<file path="src/logic/sflc_pkg.sv">
// Constants, register map and helpers for the fast-lock synthesizer control.
// Assumes one 40 MHz clock and a plain synchronous register port.
//
// Operation
// Output ratio is integer plus numerator/modulus
// Comparison rate from doubler, counter, halver
// Halver gives a 50% duty comparison
// Software keeps comparison rate at most 32MHz
// Modulus is a 12-bit programmable value
// Impending slip enables one extra pump cell
// Each further threat adds a cell, seven max
// Past target, cells switch off one by one
// Slip reduction enabled by bit 28 only
// Software keeps duty 45-55% with slip reduction
// Software avoids slip reduction with negative polarity
// New load starts timer, boost, switch at once
// Wideband lasts the programmed timeout value
// Timeout end drops boost and switch
// Software times timeout near final frequency
// Reference counter divides by 1 to 32
// Mode 01 selects switching, 00 selects none
// Timeout length is a 12-bit field
// Software sets polarity zero for negative oscillator
// Timeout counts down once per comparison cycle
`default_nettype none

package sflc_pkg;
  // ----------------------------------------------------------------
  // Register port and offsets
  // ----------------------------------------------------------------
  localparam int ADDR_W = 5;
  localparam int DATA_W = 32;
  localparam logic [4:0] OFS_FRACTION_NUMERATOR_INT = 5'h00;
  localparam logic [4:0] OFS_MOD_CNT = 5'h08;
  localparam logic [4:0] OFS_FUNCTION = 5'h0c;
  localparam logic [4:0] OFS_CLK_DIV = 5'h10;
  localparam logic [4:0] OFS_STATUS = 5'h14;
  localparam logic [31:0] RST_REG = 32'h0;
  // ----------------------------------------------------------------
  // Field positions
  // ----------------------------------------------------------------
  localparam int FRACTION_NUMERATOR_LSB = 3;
  localparam int FRACTION_NUMERATOR_W = 12;
  localparam int INT_LSB = 15;
  localparam int INT_W = 16;
  localparam int MOD_LSB = 3;
  localparam int MOD_W = 12;
  localparam int RCNT_LSB = 15;
  localparam int RCNT_W = 5;
  localparam int DBL_BIT = 20;
  localparam int HALF_BIT = 21;
  localparam int SLIP_EN_BIT = 28;
  localparam int POL_BIT = 6;
  localparam int CDV_LSB = 7;
  localparam int CDV_W = 12;
  localparam int CDM_LSB = 19;
  localparam int CDM_W = 2;
  localparam logic [1:0] CDM_NONE = 2'h0;
  localparam logic [1:0] CDM_FAST = 2'h1;
  // ----------------------------------------------------------------
  // Limits
  // ----------------------------------------------------------------
  localparam int MAX_CELLS = 7;
  localparam int PFD_MAX_MHZ = 32;

  // Thermometer code of the enabled extra pump cells
  function automatic logic [6:0] sflc_therm(input logic [2:0] n);
    logic [6:0] t;
    t = 7'h0;
    for (int i = 0; i < 7; i++) begin
      t[i] = (3'(i) < n);
    end
    return t;
  endfunction : sflc_therm
endpackage : sflc_pkg

`default_nettype wire

</file>
<file path="src/logic/sflc_refdiv.sv">
// Reference path: optional doubler, programmable counter, optional halver.
// Assumes the reference input is synchronous to the system clock.
`default_nettype none

module sflc_refdiv #(
  parameter int CNT_W = 5
) (
  // Clock and reset
  input wire logic clk_i,
  input wire logic arst_n_i,
  // Settings
  input wire logic ref_i,
  input wire logic dbl_i,
  input wire logic half_i,
  input wire logic [CNT_W-1:0] rdiv_i,
  // Comparison outputs
  output logic pfd_clk_o,
  output logic pfd_tick_o
);
  // Elaboration check on the counter width
  if (CNT_W < 1 || CNT_W > 8) begin : g_bad_width
    $error("sflc_refdiv: CNT_W out of range");
  end

  typedef struct packed {
    logic ref_q;
    logic [CNT_W:0] cnt;
    logic half;
    logic tick;
    logic pclk;
  } sflc_ref_t;

  sflc_ref_t st_ff, nxt_st;
  logic [CNT_W:0] ratio;
  logic ev;
  logic wrap;

  // Divider step on each selected reference edge
  always_comb begin
    nxt_st = st_ff;
    ratio = (rdiv_i == '0) ? (CNT_W+1)'(1 << CNT_W) : {1'b0, rdiv_i};
    ev = (ref_i & ~st_ff.ref_q) | (dbl_i & ~ref_i & st_ff.ref_q);
    wrap = ev && (st_ff.cnt + (CNT_W+1)'(1) >= ratio);
    nxt_st.ref_q = ref_i;
    nxt_st.tick = 1'b0;
    if (ev) begin
      nxt_st.cnt = wrap ? '0 : st_ff.cnt + (CNT_W+1)'(1);
    end
    if (wrap) begin
      nxt_st.half = half_i ? ~st_ff.half : 1'b0;
      nxt_st.tick = ~half_i | ~st_ff.half;
    end
    nxt_st.pclk = half_i ? nxt_st.half : nxt_st.tick;
  end

  // State register
  always_ff @(posedge clk_i or negedge arst_n_i) begin
    if (!arst_n_i) begin
      st_ff <= '0;
    end else begin
      st_ff <= nxt_st;
    end
  end

  assign pfd_clk_o = st_ff.pclk;
  assign pfd_tick_o = st_ff.tick;

  a_half_rise: assert property (@(posedge clk_i) disable iff (!arst_n_i)
    half_i && $rose(st_ff.half) |-> st_ff.tick)
    else $error("halved tick not on rising half");
endmodule : sflc_refdiv

`default_nettype wire

</file>
<file path="src/logic/sflc_slip.sv">
// Extra charge-pump cell stager for slip reduction.
// Assumes warning and overshoot flags come from the phase detector, sync.
`default_nettype none

module sflc_slip (
  // Clock and reset
  input wire logic clk_i,
  input wire logic arst_n_i,
  // Control and detector flags
  input wire logic en_i,
  input wire logic tick_i,
  input wire logic warn_i,
  input wire logic pass_i,
  input wire logic up_i,
  // Cell drive
  output logic [2:0] cells_o,
  output logic src_o
);
  typedef struct packed {
    logic [2:0] cells;
    logic falling;
    logic src;
  } sflc_slip_t;

  sflc_slip_t st_ff, nxt_st;

  // Stage cells up on warnings, down after overshoot
  always_comb begin
    nxt_st = st_ff;
    if (!en_i) begin
      nxt_st = '0;
    end else if (st_ff.falling || pass_i) begin
      nxt_st.falling = 1'b1;
      if (tick_i && st_ff.cells != 3'h0) begin
        nxt_st.cells = st_ff.cells - 3'h1;
      end else if (st_ff.cells == 3'h0) begin
        nxt_st.falling = 1'b0;
      end
    end else if (warn_i && 32'(st_ff.cells) < sflc_pkg::MAX_CELLS) begin
      nxt_st.cells = st_ff.cells + 3'h1;
      nxt_st.src = up_i;
    end
  end

  // State register
  always_ff @(posedge clk_i or negedge arst_n_i) begin
    if (!arst_n_i) begin
      st_ff <= '0;
    end else begin
      st_ff <= nxt_st;
    end
  end

  assign cells_o = st_ff.cells;
  assign src_o = st_ff.src;

  a_cell_add: assert property (@(posedge clk_i) disable iff (!arst_n_i)
    en_i && warn_i && !pass_i && !st_ff.falling && st_ff.cells < 3'h7
    |=> st_ff.cells == $past(st_ff.cells) + 3'h1)
    else $error("cell not added on warning");
  a_cell_drop: assert property (@(posedge clk_i) disable iff (!arst_n_i)
    en_i && st_ff.falling && tick_i && st_ff.cells != 3'h0
    |=> st_ff.cells == $past(st_ff.cells) - 3'h1)
    else $error("cell not dropped after overshoot");
  a_cell_off: assert property (@(posedge clk_i) disable iff (!arst_n_i)
    !en_i |=> st_ff.cells == 3'h0)
    else $error("cells on while disabled");
  c_seven_cells: cover property (@(posedge clk_i) disable iff (!arst_n_i)
    st_ff.cells == 3'h7);
endmodule : sflc_slip

`default_nettype wire

</file>
<file path="src/logic/sflc_top.sv">
// Fast-lock synthesizer control: registers, fractional ratio, timeout.
// Assumes a synchronous register port and detector flags on CLK_I.
// Assumes software keeps the comparison rate and duty within limits.
// Assumes the loop filter switch is wired to the multiplexed pin.
//
// Our own choices: the plain strobed port and the register offsets.
`default_nettype none

module sflc_top (
  // Clock and reset
  input wire logic CLK_I,
  input wire logic ARST_N_I,
  // Register port
  input wire logic [sflc_pkg::ADDR_W-1:0] ADDR_I,
  input wire logic [sflc_pkg::DATA_W-1:0] WDATA_I,
  input wire logic WE_I,
  input wire logic RE_I,
  output logic [sflc_pkg::DATA_W-1:0] RDATA_O,
  // Reference and detector flags
  input wire logic REF_I,
  input wire logic SLIP_WARN_I,
  input wire logic FREQ_PASSED_I,
  input wire logic TUNE_UP_I,
  // Comparison and divider
  output logic PFD_CLK_O,
  output logic PFD_TICK_O,
  output logic [sflc_pkg::INT_W:0] N_DIV_O,
  // Fast-lock drive
  output logic CP_BOOST_O,
  output logic MULTIPLEXED_OUTPUT_PIN_O,
  output logic [6:0] CELL_EN_O,
  output logic CELL_SRC_O
);
  // ----------------------------------------------------------------
  // State
  // ----------------------------------------------------------------
  typedef struct packed {
    logic [31:0] fraction_numerator_int;
    logic [31:0] mod_cnt;
    logic [31:0] func;
    logic [31:0] clk_div;
    logic [31:0] rdata;
    logic [sflc_pkg::CDV_W-1:0] tmo;
    logic wide;
    logic [sflc_pkg::MOD_W:0] acc;
    logic [sflc_pkg::INT_W:0] ndiv;
    logic [6:0] cell_en;
    logic cell_src;
  } sflc_top_t;

  sflc_top_t st_ff, nxt_st;
  logic pfd_clk;
  logic pfd_tick;
  logic [2:0] cells;
  logic cell_src;

  // Field views of the programmed registers
  logic [sflc_pkg::FRACTION_NUMERATOR_W-1:0] fraction_numerator;
  logic [sflc_pkg::INT_W-1:0] intv;
  logic [sflc_pkg::MOD_W-1:0] modv;
  logic [sflc_pkg::RCNT_W-1:0] rdiv;
  logic [sflc_pkg::CDV_W-1:0] cdv;
  logic [1:0] cdm;
  logic slip_en;
  logic [sflc_pkg::MOD_W:0] acc_sum;
  logic load_freq;

  assign fraction_numerator = st_ff.fraction_numerator_int[sflc_pkg::FRACTION_NUMERATOR_LSB +: sflc_pkg::FRACTION_NUMERATOR_W];
  assign intv = st_ff.fraction_numerator_int[sflc_pkg::INT_LSB +: sflc_pkg::INT_W];
  assign modv = st_ff.mod_cnt[sflc_pkg::MOD_LSB +: sflc_pkg::MOD_W];
  assign rdiv = st_ff.mod_cnt[sflc_pkg::RCNT_LSB +: sflc_pkg::RCNT_W];
  assign cdv = st_ff.clk_div[sflc_pkg::CDV_LSB +: sflc_pkg::CDV_W];
  assign cdm = st_ff.clk_div[sflc_pkg::CDM_LSB +: sflc_pkg::CDM_W];
  assign slip_en = st_ff.mod_cnt[sflc_pkg::SLIP_EN_BIT];
  assign acc_sum = st_ff.acc + {1'b0, fraction_numerator};
  assign load_freq = WE_I && (ADDR_I == sflc_pkg::OFS_FRACTION_NUMERATOR_INT);

  // ----------------------------------------------------------------
  // Helpers
  // ----------------------------------------------------------------
  // Carry out of the fraction accumulator; a zero modulus never carries
  function automatic logic fraction_numerator_carry(input logic [sflc_pkg::MOD_W:0] sum,
                                      input logic [sflc_pkg::MOD_W-1:0] m);
    return (m != '0) && (sum >= {1'b0, m});
  endfunction : fraction_numerator_carry

  // ----------------------------------------------------------------
  // Reference path and slip stager
  // ----------------------------------------------------------------
  sflc_refdiv #(
    .CNT_W(sflc_pkg::RCNT_W)
  ) u_refdiv (
    .clk_i(CLK_I),
    .arst_n_i(ARST_N_I),
    .ref_i(REF_I),
    .dbl_i(st_ff.mod_cnt[sflc_pkg::DBL_BIT]),
    .half_i(st_ff.mod_cnt[sflc_pkg::HALF_BIT]),
    .rdiv_i(rdiv),
    .pfd_clk_o(pfd_clk),
    .pfd_tick_o(pfd_tick)
  );

  sflc_slip u_slip (
    .clk_i(CLK_I),
    .arst_n_i(ARST_N_I),
    .en_i(slip_en),
    .tick_i(pfd_tick),
    .warn_i(SLIP_WARN_I),
    .pass_i(FREQ_PASSED_I),
    .up_i(TUNE_UP_I),
    .cells_o(cells),
    .src_o(cell_src)
  );

  // ----------------------------------------------------------------
  // Next-state logic
  // ----------------------------------------------------------------
  always_comb begin
    nxt_st = st_ff;
    // Register writes
    if (WE_I) begin
      unique case (ADDR_I)
        sflc_pkg::OFS_FRACTION_NUMERATOR_INT: nxt_st.fraction_numerator_int = WDATA_I;
        sflc_pkg::OFS_MOD_CNT: nxt_st.mod_cnt = WDATA_I;
        sflc_pkg::OFS_FUNCTION: nxt_st.func = WDATA_I;
        sflc_pkg::OFS_CLK_DIV: nxt_st.clk_div = WDATA_I;
        default: nxt_st.fraction_numerator_int = st_ff.fraction_numerator_int;
      endcase
    end
    // Read data, one cycle after the strobe
    nxt_st.rdata = '0;
    if (RE_I) begin
      unique case (ADDR_I)
        sflc_pkg::OFS_FRACTION_NUMERATOR_INT: nxt_st.rdata = st_ff.fraction_numerator_int;
        sflc_pkg::OFS_MOD_CNT: nxt_st.rdata = st_ff.mod_cnt;
        sflc_pkg::OFS_FUNCTION: nxt_st.rdata = st_ff.func;
        sflc_pkg::OFS_CLK_DIV: nxt_st.rdata = st_ff.clk_div;
        sflc_pkg::OFS_STATUS: nxt_st.rdata = {9'h0, st_ff.ndiv, st_ff.tmo[2:0] == 3'h0,
                                               st_ff.wide, cell_src, cells};
        default: nxt_st.rdata = '0;
      endcase
    end
    // Fractional ratio: first-order accumulator over the modulus
    if (pfd_tick) begin
      if (fraction_numerator_carry(acc_sum, modv)) begin
        nxt_st.acc = acc_sum - {1'b0, modv};
        nxt_st.ndiv = {1'b0, intv} + (sflc_pkg::INT_W+1)'(1);
      end else begin
        nxt_st.acc = (modv == '0) ? '0 : acc_sum;
        nxt_st.ndiv = {1'b0, intv};
      end
    end
    // Wideband timeout, counted in comparison cycles
    if (st_ff.wide && pfd_tick) begin
      nxt_st.tmo = st_ff.tmo - sflc_pkg::CDV_W'(1);
      if (st_ff.tmo == sflc_pkg::CDV_W'(1)) begin
        nxt_st.wide = 1'b0;
      end
    end
    if (cdm != sflc_pkg::CDM_FAST) begin
      nxt_st.wide = 1'b0;
      nxt_st.tmo = '0;
    end
    if (load_freq) begin
      nxt_st.acc = '0;
      if (cdm == sflc_pkg::CDM_FAST && cdv != '0) begin
        nxt_st.tmo = cdv;
        nxt_st.wide = 1'b1;
      end
    end
    // Output drive
    nxt_st.cell_en = sflc_pkg::sflc_therm(cells);
    nxt_st.cell_src = cell_src;
  end

  // ----------------------------------------------------------------
  // State register
  // ----------------------------------------------------------------
  always_ff @(posedge CLK_I or negedge ARST_N_I) begin
    if (!ARST_N_I) begin
      st_ff <= '0;
    end else begin
      st_ff <= nxt_st;
    end
  end

  // Outputs, all from flip-flops
  assign RDATA_O = st_ff.rdata;
  assign PFD_CLK_O = pfd_clk;
  assign PFD_TICK_O = pfd_tick;
  assign N_DIV_O = st_ff.ndiv;
  assign CP_BOOST_O = st_ff.wide;
  assign MULTIPLEXED_OUTPUT_PIN_O = st_ff.wide;
  assign CELL_EN_O = st_ff.cell_en;
  assign CELL_SRC_O = st_ff.cell_src;

  // ----------------------------------------------------------------
  // Assertions
  // ----------------------------------------------------------------
  a_wide_start: assert property (@(posedge CLK_I) disable iff (!ARST_N_I)
    load_freq && cdm == sflc_pkg::CDM_FAST && cdv != '0
    |=> CP_BOOST_O && MULTIPLEXED_OUTPUT_PIN_O && st_ff.tmo == $past(cdv))
    else $error("wideband not entered on load");
  a_wide_hold: assert property (@(posedge CLK_I) disable iff (!ARST_N_I)
    st_ff.wide && st_ff.tmo > 12'h1 && !pfd_tick && !WE_I |=> st_ff.wide)
    else $error("wideband left early");
  a_wide_end: assert property (@(posedge CLK_I) disable iff (!ARST_N_I)
    st_ff.wide && pfd_tick && st_ff.tmo == 12'h1 && !load_freq |=> !CP_BOOST_O)
    else $error("wideband not left at timeout");
  a_tmo_step: assert property (@(posedge CLK_I) disable iff (!ARST_N_I)
    st_ff.wide && pfd_tick && !WE_I |=> st_ff.tmo == $past(st_ff.tmo) - 12'h1)
    else $error("timeout not one per comparison");
  a_mode_none: assert property (@(posedge CLK_I) disable iff (!ARST_N_I)
    cdm == sflc_pkg::CDM_NONE && !WE_I |=> !st_ff.wide)
    else $error("wideband with mode 00");
  a_fraction_numerator_carry: assert property (@(posedge CLK_I) disable iff (!ARST_N_I)
    pfd_tick && !WE_I && fraction_numerator_carry(acc_sum, modv)
    |=> N_DIV_O == $past({1'b0, intv}) + 17'h1)
    else $error("fraction carry not applied");
  a_read_late: assert property (@(posedge CLK_I) disable iff (!ARST_N_I)
    !RE_I |=> RDATA_O == 32'h0)
    else $error("read data outside its cycle");
  a_cells_therm: assert property (@(posedge CLK_I) disable iff (!ARST_N_I)
    ##1 CELL_EN_O == sflc_pkg::sflc_therm($past(cells)))
    else $error("cell drive mismatch");
  // Register writes land whole in the next cycle; reads return the register, or zero when unmapped
  a_write_fraction_numerator: assert property (@(posedge CLK_I) disable iff (!ARST_N_I)
    WE_I && ADDR_I == sflc_pkg::OFS_FRACTION_NUMERATOR_INT
    |=> st_ff.fraction_numerator_int == $past(WDATA_I))
    else $error("frequency word write lost");
  a_write_mod: assert property (@(posedge CLK_I) disable iff (!ARST_N_I)
    WE_I && ADDR_I == sflc_pkg::OFS_MOD_CNT
    |=> st_ff.mod_cnt == $past(WDATA_I))
    else $error("modulus register write lost");
  a_write_cdiv: assert property (@(posedge CLK_I) disable iff (!ARST_N_I)
    WE_I && ADDR_I == sflc_pkg::OFS_CLK_DIV
    |=> st_ff.clk_div == $past(WDATA_I))
    else $error("clock divider write lost");
  a_read_word: assert property (@(posedge CLK_I) disable iff (!ARST_N_I)
    RE_I && ADDR_I == sflc_pkg::OFS_MOD_CNT
    |=> RDATA_O == $past(st_ff.mod_cnt))
    else $error("modulus readback wrong");
  a_read_gap: assert property (@(posedge CLK_I) disable iff (!ARST_N_I)
    RE_I && ADDR_I == 5'h04
    |=> RDATA_O == 32'h0)
    else $error("unmapped read not zero");
  // Fraction accumulator
  a_fraction_numerator_plain: assert property (@(posedge CLK_I) disable iff (!ARST_N_I)
    pfd_tick && !WE_I && !fraction_numerator_carry(acc_sum, modv)
    |=> N_DIV_O == $past({1'b0, intv}))
    else $error("integer divide not applied");
  a_acc_bound: assert property (@(posedge CLK_I) disable iff (!ARST_N_I)
    modv != '0 && st_ff.acc < {1'b0, modv} && fraction_numerator < modv && !WE_I
    |=> st_ff.acc < {1'b0, modv})
    else $error("accumulator beyond modulus");
  a_load_clear: assert property (@(posedge CLK_I) disable iff (!ARST_N_I)
    load_freq |=> st_ff.acc == '0)
    else $error("accumulator not cleared on load");
  a_ndiv_hold: assert property (@(posedge CLK_I) disable iff (!ARST_N_I)
    !pfd_tick |=> N_DIV_O == $past(N_DIV_O))
    else $error("divide value moved without tick");
  // Wideband timer
  a_wide_zero: assert property (@(posedge CLK_I) disable iff (!ARST_N_I)
    load_freq && cdv == '0 && !st_ff.wide
    |=> !CP_BOOST_O)
    else $error("wideband with zero timeout");
  a_tmo_live: assert property (@(posedge CLK_I) disable iff (!ARST_N_I)
    st_ff.wide |-> st_ff.tmo != '0)
    else $error("wideband with spent timer");
  a_mode_leave: assert property (@(posedge CLK_I) disable iff (!ARST_N_I)
    cdm != sflc_pkg::CDM_FAST && !WE_I
    |=> st_ff.tmo == '0)
    else $error("timer kept outside fast lock");
  a_tmo_idle: assert property (@(posedge CLK_I) disable iff (!ARST_N_I)
    st_ff.wide && !pfd_tick && !WE_I
    |=> st_ff.tmo == $past(st_ff.tmo))
    else $error("timer moved without tick");
  // Extra pump cells
  a_cell_src: assert property (@(posedge CLK_I) disable iff (!ARST_N_I)
    1'b1 |=> CELL_SRC_O == $past(cell_src))
    else $error("cell direction not driven");
  a_cells_full: assert property (@(posedge CLK_I) disable iff (!ARST_N_I)
    CELL_EN_O[6] |-> CELL_EN_O[5:0] == 6'h3f)
    else $error("cell drive not thermometer");
  a_slip_gate: assert property (@(posedge CLK_I) disable iff (!ARST_N_I)
    !slip_en |-> ##2 CELL_EN_O == 7'h0)
    else $error("cells driven while slip off");

  // ----------------------------------------------------------------
  // Coverage
  // ----------------------------------------------------------------
  c_wide_cycle: cover property (@(posedge CLK_I) disable iff (!ARST_N_I)
    $rose(st_ff.wide) ##[1:1000] $fell(st_ff.wide));
  c_fraction_numerator_carry: cover property (@(posedge CLK_I) disable iff (!ARST_N_I)
    pfd_tick && fraction_numerator_carry(acc_sum, modv));
  c_slip_on: cover property (@(posedge CLK_I) disable iff (!ARST_N_I)
    slip_en && cells != 3'h0);
  c_status_read: cover property (@(posedge CLK_I) disable iff (!ARST_N_I)
    RE_I && ADDR_I == sflc_pkg::OFS_STATUS);
endmodule : sflc_top

`default_nettype wire

</file>
<file path="config.mk">
export PLATFORM = sky130hd
export DESIGN_NAME = sflc_top
export DESIGN_NICKNAME = d
export VERILOG_FILES = /design/src/logic/sflc_pkg.sv /design/src/logic/sflc_refdiv.sv /design/src/logic/sflc_slip.sv /design/src/logic/sflc_top.sv
export SDC_FILE = /design/constraint.sdc
export NUM_CORES = 1
export LEC_CHECK = 0
export BUFFER_PORTS_ARGS = -buffer_cell sky130_fd_sc_hd__buf_2
export CAP_MARGIN = 20
export CORE_ASPECT_RATIO = 1.25
export CORE_MARGIN = 8
export CORE_UTILIZATION = 45
export CTS_CLUSTER_DIAMETER = 120
export DETAILED_ROUTE_END_ITERATION = 10
export HOLD_SLACK_MARGIN = 0.15
export PLACE_DENSITY_LB_ADDON = 0.05
export SLEW_MARGIN = 20
export SYNTH_ARGS = -nofsm -noshare
export SYNTH_HDL_FRONTEND = slang
export SYNTH_HIERARCHICAL = 1
export SYNTH_SLANG_ARGS = --single-unit
</file>
<file path="constraint.sdc">
create_clock -name CLK_I -period 3.81 [get_ports CLK_I]
set_input_delay 0.9525 -clock CLK_I [delete_from_list [all_inputs] [get_ports CLK_I]]
set_output_delay 0.9525 -clock CLK_I [all_outputs]
set_load 0.02 [all_outputs]
</file>
# --- Word-level counts from Yosys, hierarchy flattened ---
# Index checks and enable logic that the tools add are counted.
totals:
  register_bits: 226
  word_cells: 104
classes:
  add_sub_neg: 7
  magnitude_cmp: 10
  eq_ne: 12
  mux: 24
  n_bitwise: 9
  n_reduce_logical: 23
ops:
  columns: ["operator", "count"]
  rows:
  - ["$pmux W32 S5", 1]
  - ["$mux W30", 2]
  - ["$mux W13", 4]
  - ["$mux W32", 1]
  - ["$mux W26", 1]
  - ["$reduce_bool A12 Y1", 2]
  - ["$add A16 B1 Y17 const B", 1]
  - ["$add A13 B12 Y13", 1]
  - ["$ge A13 B12 Y1", 1]
  - ["$sub A13 B12 Y13", 1]
  - ["$eq A12 B1 Y1 const B", 1]
  - ["$logic_not A12 Y1", 1]
  - ["$mux W6", 2]
  - ["$reduce_and A2 Y1", 6]
  - ["$sub A12 B1 Y12 const B", 1]
  - ["$eq A5 B4 Y1 const B", 2]
  - ["$eq A5 B5 Y1 const B", 2]
  - ["$logic_not A5 Y1", 2]
  - ["$lt A3 B3 Y1 const A", 3]
  - ["$mux W3", 3]
  - ["$mux W1", 8]
  - ["$logic_and A1 B1 Y1", 7]
  - ["$add A6 B1 Y6 const B", 1]
  - ["$ge A6 B6 Y1", 1]
  - ["19 further kinds", 30]

# --- Longest topological paths before layout ---
# Gate-level depths: netlist (run 1).
logic_depth:
  depth_word: 7
  depth_mapped: 18
  mapped_depth_nobuf: 17

# --- Modules after synthesis ---
# The synthesis (run 1) kept the hierarchy.
modules_own_cells:
  columns: ["module", "n_inst", "cells_per_inst", "area_per_inst_um2"]
  rows:
  - ["sflc_top", 1, 983, 10929.2]
  - ["sflc_refdiv", 1, 75, 708.2]
  - ["sflc_slip", 1, 39, 362.8]

# --- Least setup slack after synthesis (run 1) ---
# Ideal clock, no wire load.
synth_timing:
  path_type: "flip-flop to flip-flop"
  start: "reg st_ff[25] in the netlist's numbering"
  end: "reg st_ff, in the netlist N_DIV_O[1]"
  arrival_ps: 3636
  path_slack_ps: 38
  path_stages_with_launch: 18
  n_path_buf: 1
  cell_sequence: "dfrtp_1 -> ha_1 -> inv_1 -> fa_1 -> nor2b_1 -> o31a_1 -> a211oi_1 -> xnor2_1 -> ha_1 -> a211o_1 -> or3_1 -> o21ai_2 -> o21ai_2 -> a211oi_4 -> or2_2 -> buf_6 -> mux2i_1 -> a21oi_1"
synth_via:
  elab_chain_len: 4
synth_lines:
  columns: ["item", "line", "text"]
  rows:
  - ["start, declared", "sflc_top.sv:51", "sflc_top_t st_ff, nxt_st;"]
  - ["start signal, assigned", "sflc_top.sv:183", "st_ff <= nxt_st;"]
  - ["$add A13 B12 Y13", "sflc_top.sv:75", "assign acc_sum = st_ff.acc + {1'b0, fraction_numerator};"]
  - ["$ge A13 B12 Y1", "sflc_top.sv:84", "return (m != '0) && (sum >= {1'b0, m});"]
  - ["$logic_and A1 B1 Y1", "sflc_top.sv:84", null]
  - ["$mux W30", "sflc_top.sv:145", "if (fraction_numerator_carry(acc_sum, modv)) begin"]
# No other way between the ends.
# A chain may end at the register's enable or synchronous reset.

# --- Worst setup path in the final report (run 1) ---
layout_timing:
  start: "reg st_ff, in the netlist fraction_numerator[0]"
  end: "reg st_ff[28] in the netlist's numbering"
layout_via:
  elab_chain_len: 6
  word_cells_on_any_way: 8
  cone_classes: "add/sub (2); order compare (1); mux (4); reduce/logical (1)"
layout_lines:
  columns: ["item", "line", "text"]
  rows:
  - ["$add A13 B12 Y13 (*)", "sflc_top.sv:75", null]
  - ["$ge A13 B12 Y1", "sflc_top.sv:84", null]
  - ["$logic_and A1 B1 Y1", "sflc_top.sv:84", null]
  - ["$mux W30 (*)", "sflc_top.sv:145", null]
  - ["$mux W30 (*)", "sflc_top.sv:144", "if (pfd_tick) begin"]
  - ["$mux W26 (*)", "sflc_top.sv:164", "if (load_freq) begin"]
# Mark *: on every way between the ends. The rest lies on a longest branch, timed or not. The select of a mux whose other input is x is not followed.

==> results.md, run 1 <==
Status:
- The run finished, with violations left.
- The final reports fail on setup timing.

Drt:
- After detailed routing, the number of vias per cell comes to between 5 and 6.
- Dividing the detail-routed wire length by the instance count gives between 20 and 25 µm.
- The total vias in the final route is around 8700.
- For this run, design rule violations remaining after detail routing come to 0.
- Once detail routing completed, the nets flagged for antenna violations numbered 0.
- The total length of routed wires is ~33000 µm.
- The starting DRC count in detailed routing is 447.
- The iteration count of the initial detailed-routing pass is 4.

Global routing:
- The maximum number of pins on one net before global-route repair is between 60 and 70.
- The most utilized layer in the global route result is met2.
- The global-route track usage on met1 is about a quarter.
- The global routing met3 resource utilization is around 2.7%.
- The global routing usage summed across all routing layers is 20.6%.
- The initial antenna violation count was 0.
- For met2 alone, demand over resource in global routing was 36.6%.
- The total congestion overflow is 0.
- The via count of the first global-routing pass was 8749.
- The global-route wire length before repair is roughly 52000 µm.

Critical path:
- The data arrival time of the critical path is between 4 and 5 ns.
- The kind of end point of the critical path is a flop.
- The kind of critical path is reg -> reg.
- For the worst setup path, the data required time is 4.22 ns.
- The startpoint type of the worst setup path is a flop.
- The worst-path maximum fanout is 9.

STA:
- The final clock period utilization by the worst path is 101%.
- Setup violations remaining at the end of the flow were counted as 11.
- Hold is met by approximately 0.37 ns.
- Setup repair after global routing could not meet its margin everywhere.
- The minimum setup slack in the final design is -0.0495 ns.
- The achievable frequency is around 260 MHz.
- The worst path in the final design needs a cycle of 3.86 ns, including I/O delays and setup.
- Across the routed clock network, the largest skew measured is 0.0212 ns.
- The final count of hold timing violations is 0.
- The worst slew margin relative to its limit is approximately 25%.
- The number of pins exceeding their max-slew limit in the final report is 0.
- At the pin with the least slew margin, the transition time is 1.12 ns.

Min path:
- The worst hold path belongs to the class in -> async.

Finish:
- From synthesis to final layout, the design area changed by 16.9%.
- Measured on the finished design, the core utilization comes to ~53%.
- The final-layout fill cell count is between 2000 and 2500.
- 0 antenna diodes ended up in the layout.
- The finished cells cover roughly 0.014 mm².
- Summing all multi-input logic gate instances after layout gives 0.00587 mm².
- The share of post-route cells with drive strength above 1 is about 36%.
- For this run, the post-layout net count is around 1300.
- The sequential cell area is about 0.0057 mm².

Placed design:
- At the end of routability-driven placement, the weighted congestion stood at between 0.8 and 0.9.
- Before CTS, the worst setup slack after placement is -0.106 ns.
- In this run the cell area measured after placement is between 0.01 and 0.015 mm².
- During placement, the flow inserted port buffers numbering ~110.
- The post-detailed-placement half-perimeter wirelength is ~23000 µm.

Die:
- The initialized floorplan defines between 60 and 70 standard-cell rows.
- From bottom edge to top edge, the die measures slightly below 200 µm.
- The floorplan step set the die width to 162 µm.
- The number of top-level pins is around 110.
- The placeable core region is 0.0265 mm².
- The floorplan step defined a die boundary enclosing 0.0322 mm².
- The initial utilization of the core area, before any placement, comes to around 45%.

Yosys:
- The most used standard cell by instance count after synthesis is sky130_fd_sc_hd__dfrtp_1.
- The number of cells produced by synthesis is 1097.
- The cell area after synthesis is approximately 0.012 mm².
- The number of enable-type register cells in the synthesized netlist is 0.
- After synthesis, the share of flip-flops with an asynchronous set or reset is 100%.
- The per-instance average area after synthesis is 10.9 µm².
- During synthesis, Yosys emitted a total of 6 warnings.
- Sorting the synthesized cells by how often they occur yields 226 x sky130_fd_sc_hd__dfrtp_1, 161 x sky130_fd_sc_hd__mux2_2, 82 x sky130_fd_sc_hd__nand2_1.
- When the netlist entered floorplanning its net count stood at 1180.
- By area the synthesized netlist is led by sky130_fd_sc_hd__dfrtp_1 47%, sky130_fd_sc_hd__mux2_2 15%, sky130_fd_sc_hd__buf_4 3.8%.
- The share of the yosys chip area belonging to registers is between 40 and 50%.
- The leading area contributor after synthesis is sky130_fd_sc_hd__dfrtp_1.
- The proportion of netlist area held by the largest area contributor is between 40 and 50%.
- The netlist uses 76 different library cells.
- The prevailing post-synth register cell is sky130_fd_sc_hd__dfrtp_1.
- In this run, synthesis produced a sequential element count of 226.

Clock tree:
- In this run the number of H-tree levels came out at 1.
- The buffer type at the clock tree root is sky130_fd_sc_hd__clkbuf_16.
- After clock tree synthesis, the clock-pin slew on the worst setup and hold paths is around 0.060 ns.
- The number of buffers created by CTS is 26.
- The CTS tree is yes.
- The clock latency on the worst-skew pair is 0.54 ns.
- The maximum buffer depth of the clock tree is 3.
- The total number of clock tree sinks is about 230.

Pwr:
- The net switching power is between 3 and 4 mW.
- The relative contribution of combinational cells to total power is approximately 44%.
- The switching share of power is between 30% and 40%.
- Total power for the finished layout comes to 10.5 mW.
- Of the total power, registers draw a little under a third.
- The share of total power in the clock network is between 20 and 25%.
- The static leakage power is roughly 6.4 nW.
- The cell-internal power is 6.56 mW.
- The power density normalized to cell area is between 700 and 800 mW/mm².
- The maximum vdd drop is around 600 µV.

Run:
- The count of max-cap constraint violations is 0.
[flip-flops by register name (all words and copies together), names as in the netlist]
| signal | cells |
|---|---|
| u_refdiv/pfd_clk_o | 1 |
| cdv | 12 |
| u_slip/cells_o | 3 |
| RDATA_O | 32 |
| cdm | 2 |
| st_ff | 93 |
| u_refdiv/st_ff | 8 |
| CELL_SRC_O | 1 |
| CELL_EN_O | 7 |
| u_refdiv/pfd_tick_o | 1 |
| u_slip/st_ff | 1 |
| rdiv | 5 |
| u_slip/src_o | 1 |
| fraction_numerator | 12 |
| intv | 16 |
| N_DIV_O | 17 |
| slip_en | 1 |
| CP_BOOST_O | 1 |
| modv | 12 |
[cell usage in the layout, fill, tap and decap left out, drive strengths merged, types with 8 or more instances in the layout]
master	synthesis	final
nor3b	8	8
clkbuf	28	40
xor2	12	12
buf	79	160
o21ai	35	35
a221oi	9	9
a22oi	32	32
nor4	14	14
dfrtp	226	226
nand2	83	83
nor2	73	73
nand3	18	18
nand2b	8	8
nor3	9	9
xnor2	35	35
a21oi	60	60
mux2	163	163
a211oi	18	18
o21a	9	9
inv	31	32
ha	36	36
[what timing repair did]
action,in CTS,in global routing
pin swaps,3,40
endpoints found under the setup margin,22,30
buffers inserted,2,7
hold buffers,0,0
hold endpoints to repair,0,0
resized for setup,17,47
cloned,1,1
[critical path, stage by stage (launching register included)]
cell                       delay (ns)
sky130_fd_sc_hd__dfrtp_1         0.38
sky130_fd_sc_hd__ha_2            0.20
sky130_fd_sc_hd__inv_2           0.07
sky130_fd_sc_hd__fa_2            0.21
sky130_fd_sc_hd__nor2b_2         0.05
sky130_fd_sc_hd__o31a_1          0.33
sky130_fd_sc_hd__buf_6           0.14
sky130_fd_sc_hd__o21a_1          0.17
sky130_fd_sc_hd__nor2_2          0.16
sky130_fd_sc_hd__o21ai_2         0.08
sky130_fd_sc_hd__xor2_2          0.17
sky130_fd_sc_hd__ha_4            0.31
sky130_fd_sc_hd__nand4_1         0.13
sky130_fd_sc_hd__o31ai_2         0.28
sky130_fd_sc_hd__a41o_1          0.18
sky130_fd_sc_hd__a211oi_4        0.05
sky130_fd_sc_hd__buf_6           0.13
sky130_fd_sc_hd__or2_4           0.25
sky130_fd_sc_hd__buf_12          0.15
sky130_fd_sc_hd__buf_4           0.14
sky130_fd_sc_hd__nand3_2         0.06
sky130_fd_sc_hd__o311ai_1        0.10
[final timing paths]
| path | start | to | slack, ns | depth (start not counted) |
|---|---|---|---|---|
| hold / removal | ARST_N_I | CELL_EN_O[1]$_DFF_PN0_ | 0.37 | 1 |
| hold reg to reg | u_slip/src_o$_DFFE_PN0P_ | CELL_SRC_O$_DFF_PN0_ | 0.43 | 0 |
| setup / recovery | fraction_numerator[0]$_DFFE_PN0P_ | st_ff[28]$_DFFE_PN0P_ | -0.05 | 21 |
| setup reg to reg | fraction_numerator[0]$_DFFE_PN0P_ | st_ff[28]$_DFFE_PN0P_ | -0.05 | 21 |
| min in group CLK_I | u_slip/src_o$_DFFE_PN0P_ | CELL_SRC_O$_DFF_PN0_ | 0.43 | 0 |
| max in group asynchronous | ARST_N_I | st_ff[121]$_DFFE_PN0P_ | 2.61 | 2 |
[routing by layer]
metal / share of wire (%) / wire length [µm] / vias to the layer above
li1: - / - / 4067
met3: 3.8 / 1250 / 46
met1: 42 / 13900 / 4374
met5: 0 / 0 / -
met4: 2.9 / 963 / 0
met2: 52 / 17100 / 172
[final cells by class]
cell class              instances  area share, %
inverters                      31          0.829
repair buffers                161           7.63
clock buffers                  39           5.64
well taps                     345           3.08
clock inverters                 8          0.669
multi-input cells             733           41.9
flip-flops and latches        226           40.3
[cells by family after synthesis]
logic type,share of synthesized area [%]
AO/OA/AOI/OAI,12.3
XOR/XNOR,3.43
adder cells (fa/ha/maj),4.09
buffers and inverters,6.30
flip-flops,47.1
multiplexers,15.9
AND/OR/NAND/NOR,10.9
[stage by stage]
step,cells,setup TNS (ns)
2_1_floorplan,1097,0
5_1_grt,1543,-5.59
6_report,1543,-0.267
3_3_place_gp,1485,-1.17
3_5_place_dp,1485,-0.722
4_1_cts,1535,-0.136
[power by group through the flow]
stage / Sequential [mW] / Clock (mW) / Combinational, mW
5_1_grt: 3.37 / 2.74 / 5.02
6_report: 3.31 / 2.58 / 4.60
3_3_place_gp: 3.35 / 0 / 3.81
2_1_floorplan: 3.16 / 0 / 2.83
4_1_cts: 3.32 / 2.65 / 4.07
3_5_place_dp: 3.36 / 0 / 3.82
(Power assumes the default switching activity.)
==> inputs of run 2 (changes only) <==
--- a/config.mk
+++ b/config.mk
@@ -13,7 +13,7 @@
 export CTS_CLUSTER_DIAMETER = 120
 export DETAILED_ROUTE_END_ITERATION = 10
 export HOLD_SLACK_MARGIN = 0.15
-export PLACE_DENSITY_LB_ADDON = 0.05
+export PLACE_DENSITY_LB_ADDON = 0.12
 export SLEW_MARGIN = 20
 export SYNTH_ARGS = -nofsm -noshare
 export SYNTH_HDL_FRONTEND = slang
==> results.md, run 2 (synthesized netlist as in run 1, its figures left out) <==
Status:
- The checks that failed: setup timing.
- The flow ran to the end, but the final reports show violations.

Clock tree:
- The CTS tree is yes.
- The later pin in the worst-skew pair is clocked with a latency of 0.53 ns.
- The maximum buffer depth of the clock tree is 3.
- The clock-pin slew reported for the worst setup and hold paths after clock tree synthesis is ~0.060 ns.
- The number of clock buffers added by TritonCTS is 25.
- The total number of clock tree sinks is 226.
- The buffer type at the clock tree root is sky130_fd_sc_hd__clkbuf_16.
- CTS built an H-tree with a depth of 1.
- The count of hold-fix buffers inserted at cts is 0.

STA:
- Setup violations remaining at the end of the flow were counted as 7.
- The number of pins exceeding their max-slew limit in the final report was 0.
- The final count of hold timing violations is 0.
- The tightest hold path in the finished design has a slack of about 0.40 ns.
- In this run the tightest slew margin relative to its limit is between 40% and 50%.
- Setup repair after global routing could not meet its margin everywhere.
- Derived from the worst setup path, the maximum achievable clock frequency is approximately 260 MHz.
- The time the final worst path needs with I/O delays and setup is around 3.9 ns.
- The clock arrives with 0.0165 ns of skew.
- The final clock period utilization by the worst path is 101%.
- At the pin with the least slew margin, the transition time is between 0.8 and 0.9 ns.
- The minimum setup slack in the final design is -0.0563 ns.

Drt:
- The number of nets with antenna violations after detailed routing is 0.
- The mean routed wirelength per cell is roughly 21 µm.
- The routed design has ~32000 µm of wire.
- The total vias in the final route is between 8000 and 9000.
- Using the TritonRoute via totals, the vias-per-cell ratio works out to between 5 and 6.
- For this run, design rule violations remaining after detail routing come to 0.
- The iteration count of the initial detailed-routing pass is 4.
- The starting DRC count in detailed routing is roughly 470.

Global routing:
- The maximum number of pins on one net before global-route repair is 81.
- The total congestion overflow is 0.
- The global routing usage summed across all routing layers is between 20% and 30%.
- The initial antenna violation count is 2.
- The via count of the first global-routing pass came to between 8000 and 9000.
- The global-route wire length before repair is between 50000 and 60000 µm.

Placed design:
- Detailed placement finished with a half-perimeter wire length of approximately 22000 µm.
- At the placement stage, the worst setup path has a slack of -0.0337 ns.
- At the end of routability-driven placement, the weighted congestion stood at between 0.8 and 0.9.
- The cell total after placement is 1481.
- The placed cell area is ~0.013 mm².
- The number of port buffers is roughly 110.

Pwr:
- The power density normalized to cell area is ~730 mW/mm².
- In this run the static leakage power is 6.33 nW.
- The maximum vdd drop is about 360 µV.

Critical path:
- The kind of critical path is reg -> reg.
- STA puts the critical path data required time at around 4.2 ns.
- STA classifies the critical path endpoint as a flop.
- STA puts the critical path data arrival time at about 4.2 ns.
- The worst-path maximum fanout is 8.
- The startpoint type of the worst setup path is a flop.

Finish:
- The post-route netlist has around a third of its cells at a drive strength greater than 1.
- The finished layout holds 1536 standard cells, fillers aside.
- The library cells used most frequently in the layout, excluding fill and tap cells, are 226 x sky130_fd_sc_hd__dfrtp_1, 161 x sky130_fd_sc_hd__mux2_2, 104 x sky130_fd_sc_hd__buf_2.
- The final design utilization is a little over half.
- The leading cell type in the layout, fill and taps excluded is sky130_fd_sc_hd__dfrtp_1.
- The number of antenna diodes is 0.
- The area added between synthesis and finish is 15.6%.
- After routing the design area is 0.0139 mm².
- The number of flip-flops under the largest register name is 93.
- Counting flops per register, the top entry is st_ff.
- The net count of the finished layout is around 1300.

Die:
- Measured along the x axis, the die boundary spans 162 µm.
- The die outline area is around 0.032 mm².
- Once the floorplan was initialized, standard cells occupied about 45% of the core.
- In this run the standard cell core region covers approximately 0.026 mm².
- Pin placement for this block handled roughly 110 I/O pins.
- Row generation in the floorplan step produced 67 rows.
- The floorplan step set the die height to 199 µm.

Min path:
- The class of the most critical hold timing path is in -> async.

Run:
- Max-cap violations in this run came to 0.
==> run 2: cell count changes in the layout (fill, tap and decap cells not counted), sizes merged <==
cell | previous run | this run
clkinvlp | 0 | 1
bufinv | 2 | 1
clkbuf | 40 | 41
clkinv | 5 | 2
buf | 160 | 155
==> run 2: worst paths after layout <==
kind / from / to / slack (ns) / cells past startpoint
worst max-delay path: fraction_numerator[0]$_DFFE_PN0P_ / N_DIV_O[15]$_DFFE_PN0P_ / -0.06 / 20
worst min-delay path: ARST_N_I / st_ff[42]$_DFF_PN0_ / 0.40 / 1
max in group asynchronous: ARST_N_I / slip_en$_DFFE_PN0P_ / 2.46 / 2
worst min register to register: st_ff[36]$_DFFE_PN0P_ / st_ff[36]$_DFFE_PN0P_ / 0.49 / 2
min in group CLK_I: st_ff[36]$_DFFE_PN0P_ / st_ff[36]$_DFFE_PN0P_ / 0.49 / 2
worst max register to register: fraction_numerator[0]$_DFFE_PN0P_ / N_DIV_O[15]$_DFFE_PN0P_ / -0.06 / 20
==> run 2: through the flow <==
stage	setup TNS, ns	total power [mW]
2_1_floorplan	0	5.98
6_report	-0.209	10.1
4_1_cts	-0.00614	9.68
3_5_place_dp	-0.195	7.18
3_3_place_gp	-0.317	7.16
5_1_grt	-3.79	10.7
==> run 2: final cells by class <==
class	count	area, µm²
clock buffers	40	762
fillers	2463	12600
clock inverters	5	56.3
inverters	31	116
flip-flops and latches	226	5660
repair buffers	156	993
multi-input cells	733	5860
well taps	345	432
==> run 2: routing by layer <==
metal | vias to the layer above | global-route usage, % | share of wire (%) | wire length [µm]
met4 | 4 | 6.46 | 3.2 | 1040
met5 | - | 0 | 0.068 | 22
met1 | 4366 | 25.2 | 43 | 13800
met2 | 188 | 34.7 | 50 | 16200
li1 | 4029 | - | - | -
met3 | 66 | 2.96 | 4.1 | 1330
==> run 2: power by group <==
| group | switching (mW) | internal [mW] |
|---|---|---|
| clock | 0.969 | 1.43 |
| sequential | 0.455 | 2.86 |
| combinational | 2.34 | 2.05 |
| total | 3.76 | 6.34 |
==> run 2: critical path: stages, from the launching register on <==
cell	delay, ns
sky130_fd_sc_hd__dfrtp_1	0.40
sky130_fd_sc_hd__ha_2	0.19
sky130_fd_sc_hd__inv_2	0.05
sky130_fd_sc_hd__fa_2	0.22
sky130_fd_sc_hd__nor2b_4	0.05
sky130_fd_sc_hd__o31a_1	0.31
sky130_fd_sc_hd__buf_6	0.13
sky130_fd_sc_hd__o21a_1	0.20
sky130_fd_sc_hd__nor2_4	0.12
sky130_fd_sc_hd__o21ai_2	0.08
sky130_fd_sc_hd__xor2_2	0.18
sky130_fd_sc_hd__ha_4	0.30
sky130_fd_sc_hd__nand4_1	0.11
sky130_fd_sc_hd__o31ai_2	0.29
sky130_fd_sc_hd__a41o_1	0.18
sky130_fd_sc_hd__a211oi_4	0.06
sky130_fd_sc_hd__buf_6	0.15
sky130_fd_sc_hd__buf_12	0.14
sky130_fd_sc_hd__nor4_2	0.31
sky130_fd_sc_hd__xnor2_1	0.15
sky130_fd_sc_hd__a21oi_1	0.09
==> run 2: what timing repair did <==
action	in CTS	in global routing
endpoints found under the setup margin	27	30
pin swaps	3	30
cloned	0	1
gates resized for setup	8	43
setup buffers	2	7
==> inputs of run 3 (changes only) <==
--- a/config.mk
+++ b/config.mk
@@ -17,5 +17,4 @@
 export SLEW_MARGIN = 20
 export SYNTH_ARGS = -nofsm -noshare
 export SYNTH_HDL_FRONTEND = slang
-export SYNTH_HIERARCHICAL = 1
 export SYNTH_SLANG_ARGS = --single-unit
==> results.md, run 3 <==
Clock tree:
- The maximum buffer depth of the clock tree is 3.
- The buffer type at the clock tree root is sky130_fd_sc_hd__clkbuf_16.
- In this run the number of H-tree levels came out at 1.
- The CTS tree is yes.
- Clock-pin slew was measured on the worst setup and hold paths at roughly 0.070 ns.
- The number of buffers created by CTS is 25.
- For this design, the CTS-stage hold fixing added 0 buffers.
- The total number of clock tree sinks is ~230.
- The clock latency on the worst-skew pair is 0.52 ns.

STA:
- Setup violations remaining at the end of the flow were counted as 1.
- The number of pins exceeding their max-slew limit in the final report is 0.
- Timing would allow up to 262 MHz.
- On the final layout, the worst clock skew is 0.0114 ns.
- In this run the tightest slew margin relative to its limit is roughly two fifths.
- After layout, the worst setup slack is -0.00316 ns.
- The time the final worst path needs with I/O delays and setup is around 3.8 ns.
- Setup repair after global routing could not meet its margin everywhere.
- In the final timing run, aggregate negative setup slack is -0.00316 ns.
- The worst path uses 100% of the clock period.
- The final count of hold timing violations came to 0.
- For the pin with the worst max-slew slack, the measured transition is a little under 0.9 ns.

Pwr:
- In this run the power density over the cells is 749 mW/mm².
- The worst-case IR drop observed on VDD is a little under 400 µV.
- The static leakage power is between 6 and 7 nW.

Finish:
- The number of antenna diodes is 0.
- The register with the most flip-flops in the layout has between 90 and 100 of them.
- More flip-flops sit in one register than any other, and that register is st_ff.
- The library cells used most frequently in the layout, excluding fill and tap cells, are 226 x sky130_fd_sc_hd__dfrtp_1, 161 x sky130_fd_sc_hd__mux2_2, 104 x sky130_fd_sc_hd__buf_2.
- The net count of the finished layout is between 1000 and 1500.
- Relative to the synthesized area, the layout overhead comes to 16.4%.
- The area of the multi-input gates is between 0.005 and 0.006 mm².
- After routing the design area is 0.0137 mm².
- The leading cell type in the layout, fill and taps excluded is sky130_fd_sc_hd__dfrtp_1.
- After filler insertion, the fill cell instance count of the layout stands at 2356.
- Cells fill 52.9% of the core in the end.
- The post-route netlist has 35.4% of its cells at a drive strength greater than 1.
- In the final layout, flip-flops and latches occupy about 0.0057 mm².
- The number of standard cells in the layout, taps in and fillers out is ~1500.

Yosys:
- The netlist uses 54 different library cells.
- Synthesis inferred approximately 230 register bits.
- For this run, the leading register cell type out of synthesis is sky130_fd_sc_hd__dfrtp_1.
- The synthesized design contains 0 enable-type register cells.
- Counting flops with an async set or reset pin after synthesis yields a share of 100%.
- In the synthesized netlist, the cells that appear most often are 226 x sky130_fd_sc_hd__dfrtp_1, 161 x sky130_fd_sc_hd__mux2_2, 68 x sky130_fd_sc_hd__nand2_1.
- Yosys printed 0 warnings.
- The synthesized design devotes to its leading area cell type 48.1% of total area.
- Dividing the synthesized area by the synthesized cell count gives 11.1 µm².
- Of the synthesized area, sequential elements account for 48.1%.
- In the post-synthesis netlist, the biggest area contributors are sky130_fd_sc_hd__dfrtp_1 48%, sky130_fd_sc_hd__mux2_2 15%, sky130_fd_sc_hd__ha_1 4.2%.
- The most used standard cell by instance count after synthesis is sky130_fd_sc_hd__dfrtp_1.
- The cell area after synthesis is between 0.01 and 0.015 mm².
- The synthesized design spends more area on one cell type than any other, namely sky130_fd_sc_hd__dfrtp_1.
- Synthesis produced ~1100 cells.
- Counting every net in the synthesized netlist gives ~1100.

Die:
- The initial utilization of the core area, before any placement, comes to a little under half.
- The die is between 150 and 200 µm wide.
- roughly 110 I/O pins were placed.
- The placeable core region is between 0.02 and 0.03 mm².
- The height of the die is around 200 µm.
- The floorplan step defined a die boundary enclosing 0.0316 mm².
- The floorplan has 66 rows.

Run:
- The tool flagged a number of max-cap violations equal to 0.

Global routing:
- The maximum number of pins on one net before global-route repair is 93.
- The first global-routing pass estimated ~50000 µm of wire.
- The via count of the first global-routing pass came to around 8500.
- The initial antenna violation count is 0.
- Across every metal layer, demand over resource in global routing totals about a fifth.
- The total congestion overflow is 0.

Critical path:
- Of all nets on the critical path, the largest fanout is 8.
- Data on the critical path arrives at its endpoint at between 4 and 5 ns.
- The worst setup path is captured at a flop.
- The worst setup path is launched from a flop.
- The kind of critical path is reg -> reg.
- At the worst endpoint, the required time is between 4 and 5 ns.

Drt:
- Dividing the detail-routed wire length by the instance count gives between 20 and 25 µm.
- After detailed routing, the total wire length is 32000 µm.
- The first TritonRoute pass finished after 7 iterations.
- The starting DRC count in detailed routing is approximately 500.
- Across all layers, the routed design uses 8361 vias.
- The post-detailed-route via-to-cell ratio is ~5.5.
- After detailed routing, the number of remaining DRC violations is 0.
- The count of nets left with antenna violations once routing finished came out at 0.

Placed design:
- The setup slack at placement is -0.208 ns.
- Input and output buffers added on the ports amount to roughly 110.
- Once placement finished, the instance area stood at approximately 0.013 mm².
- The weighted congestion at the end of routability-driven global placement is slightly below 0.9.
- The cell total after placement is approximately 1500.
- The post-detailed-placement half-perimeter wirelength is 21800 µm.

Status:
- The flow ran to the end, but the final reports show violations.
- The final reports fail on setup timing.

Min path:
- The tightest min-delay check is of the in -> async type.
==> run 3: worst paths after layout <==
check / start / to / slack (ns) / cells past startpoint
worst min register to register: u_slip.src_o$_DFFE_PN0P_ / CELL_SRC_O$_DFF_PN0_ / 0.43 / 0
max in group asynchronous: ARST_N_I / modv[3]$_DFFE_PN0P_ / 2.46 / 2
worst max-delay path: st_ff[25]$_DFFE_PN0P_ / st_ff[36]$_DFFE_PN0P_ / -0.003 / 19
min in group CLK_I: u_slip.src_o$_DFFE_PN0P_ / CELL_SRC_O$_DFF_PN0_ / 0.43 / 0
worst max register to register: st_ff[25]$_DFFE_PN0P_ / st_ff[36]$_DFFE_PN0P_ / -0.003 / 19
worst min-delay path: ARST_N_I / st_ff[40]$_DFF_PN0_ / 0.42 / 1
==> run 3: timing repair <==
item                       CTS  global route
setup endpoints to repair   30            30
gates resized for setup     18            39
cloned                       1             0
setup buffers                6             8
pin swaps                   20            33
==> run 3: logic make-up (layout without fill, tap and decap cells) <==
| family | after synthesis | after routing | synth area share (%) |
|---|---|---|---|
| compound gates | 212 | 212 | 12.0 |
| xor+xnor | 45 | 45 | 3.35 |
| fa+ha+maj | 41 | 41 | 4.49 |
| buf+inv | 135 | 243 | 6.28 |
| flops | 226 | 226 | 48.1 |
| mux | 171 | 171 | 16.3 |
| simple gates | 231 | 231 | 9.47 |
==> run 3: area by class of cell <==
type / instances / share of cell area [%]
clock buffers: 34 / 4.82
clock inverters: 8 / 0.860
inverters: 29 / 0.796
multi-input cells: 700 / 40.8
flip-flops and latches: 226 / 41.3
well taps: 340 / 3.11
repair buffers: 172 / 8.33
==> run 3: power by group <==
part / switching, mW / internal [mW]
Sequential: 0.495 / 2.88
Combinational: 2.27 / 2.24
Clock: 0.960 / 1.41
==> run 3: worst max-delay path: stages (launching register included) <==
cell and delay, ns:
sky130_fd_sc_hd__dfrtp_1 0.38, sky130_fd_sc_hd__ha_2 0.20, sky130_fd_sc_hd__inv_2 0.05, sky130_fd_sc_hd__fa_2 0.22, sky130_fd_sc_hd__nor2b_4 0.05, sky130_fd_sc_hd__o31a_4 0.27
sky130_fd_sc_hd__o21a_1 0.16, sky130_fd_sc_hd__nor2_1 0.11, sky130_fd_sc_hd__xnor2_1 0.16, sky130_fd_sc_hd__ha_1 0.30, sky130_fd_sc_hd__a211oi_2 0.25, sky130_fd_sc_hd__nor2b_4 0.20
sky130_fd_sc_hd__a211oi_2 0.08, sky130_fd_sc_hd__or3_4 0.35, sky130_fd_sc_hd__a41o_4 0.26, sky130_fd_sc_hd__buf_12 0.15, sky130_fd_sc_hd__nor2_4 0.09, sky130_fd_sc_hd__buf_12 0.14
sky130_fd_sc_hd__mux2i_2 0.20, sky130_fd_sc_hd__o21ai_1 0.08
==> run 3: stage by stage <==
step	power, mW	hold slack, ns
2_1_floorplan	5.95	0.368
3_3_place_gp	7.22	0.430
3_5_place_dp	7.26	0.421
4_1_cts	9.98	0.439
5_1_grt	10.9	0.451
6_report	10.3	0.421
==> run 3: metal layers <==
metal	share of wire, %	GRT usage [%]	wire [µm]	vias up
met1	44	26.1	14200	4228
met5	0	0	0	-
met4	2.8	6.87	892	0
met2	49	33.9	15600	171
li1	-	-	-	3919
met3	4.0	3.19	1290	43
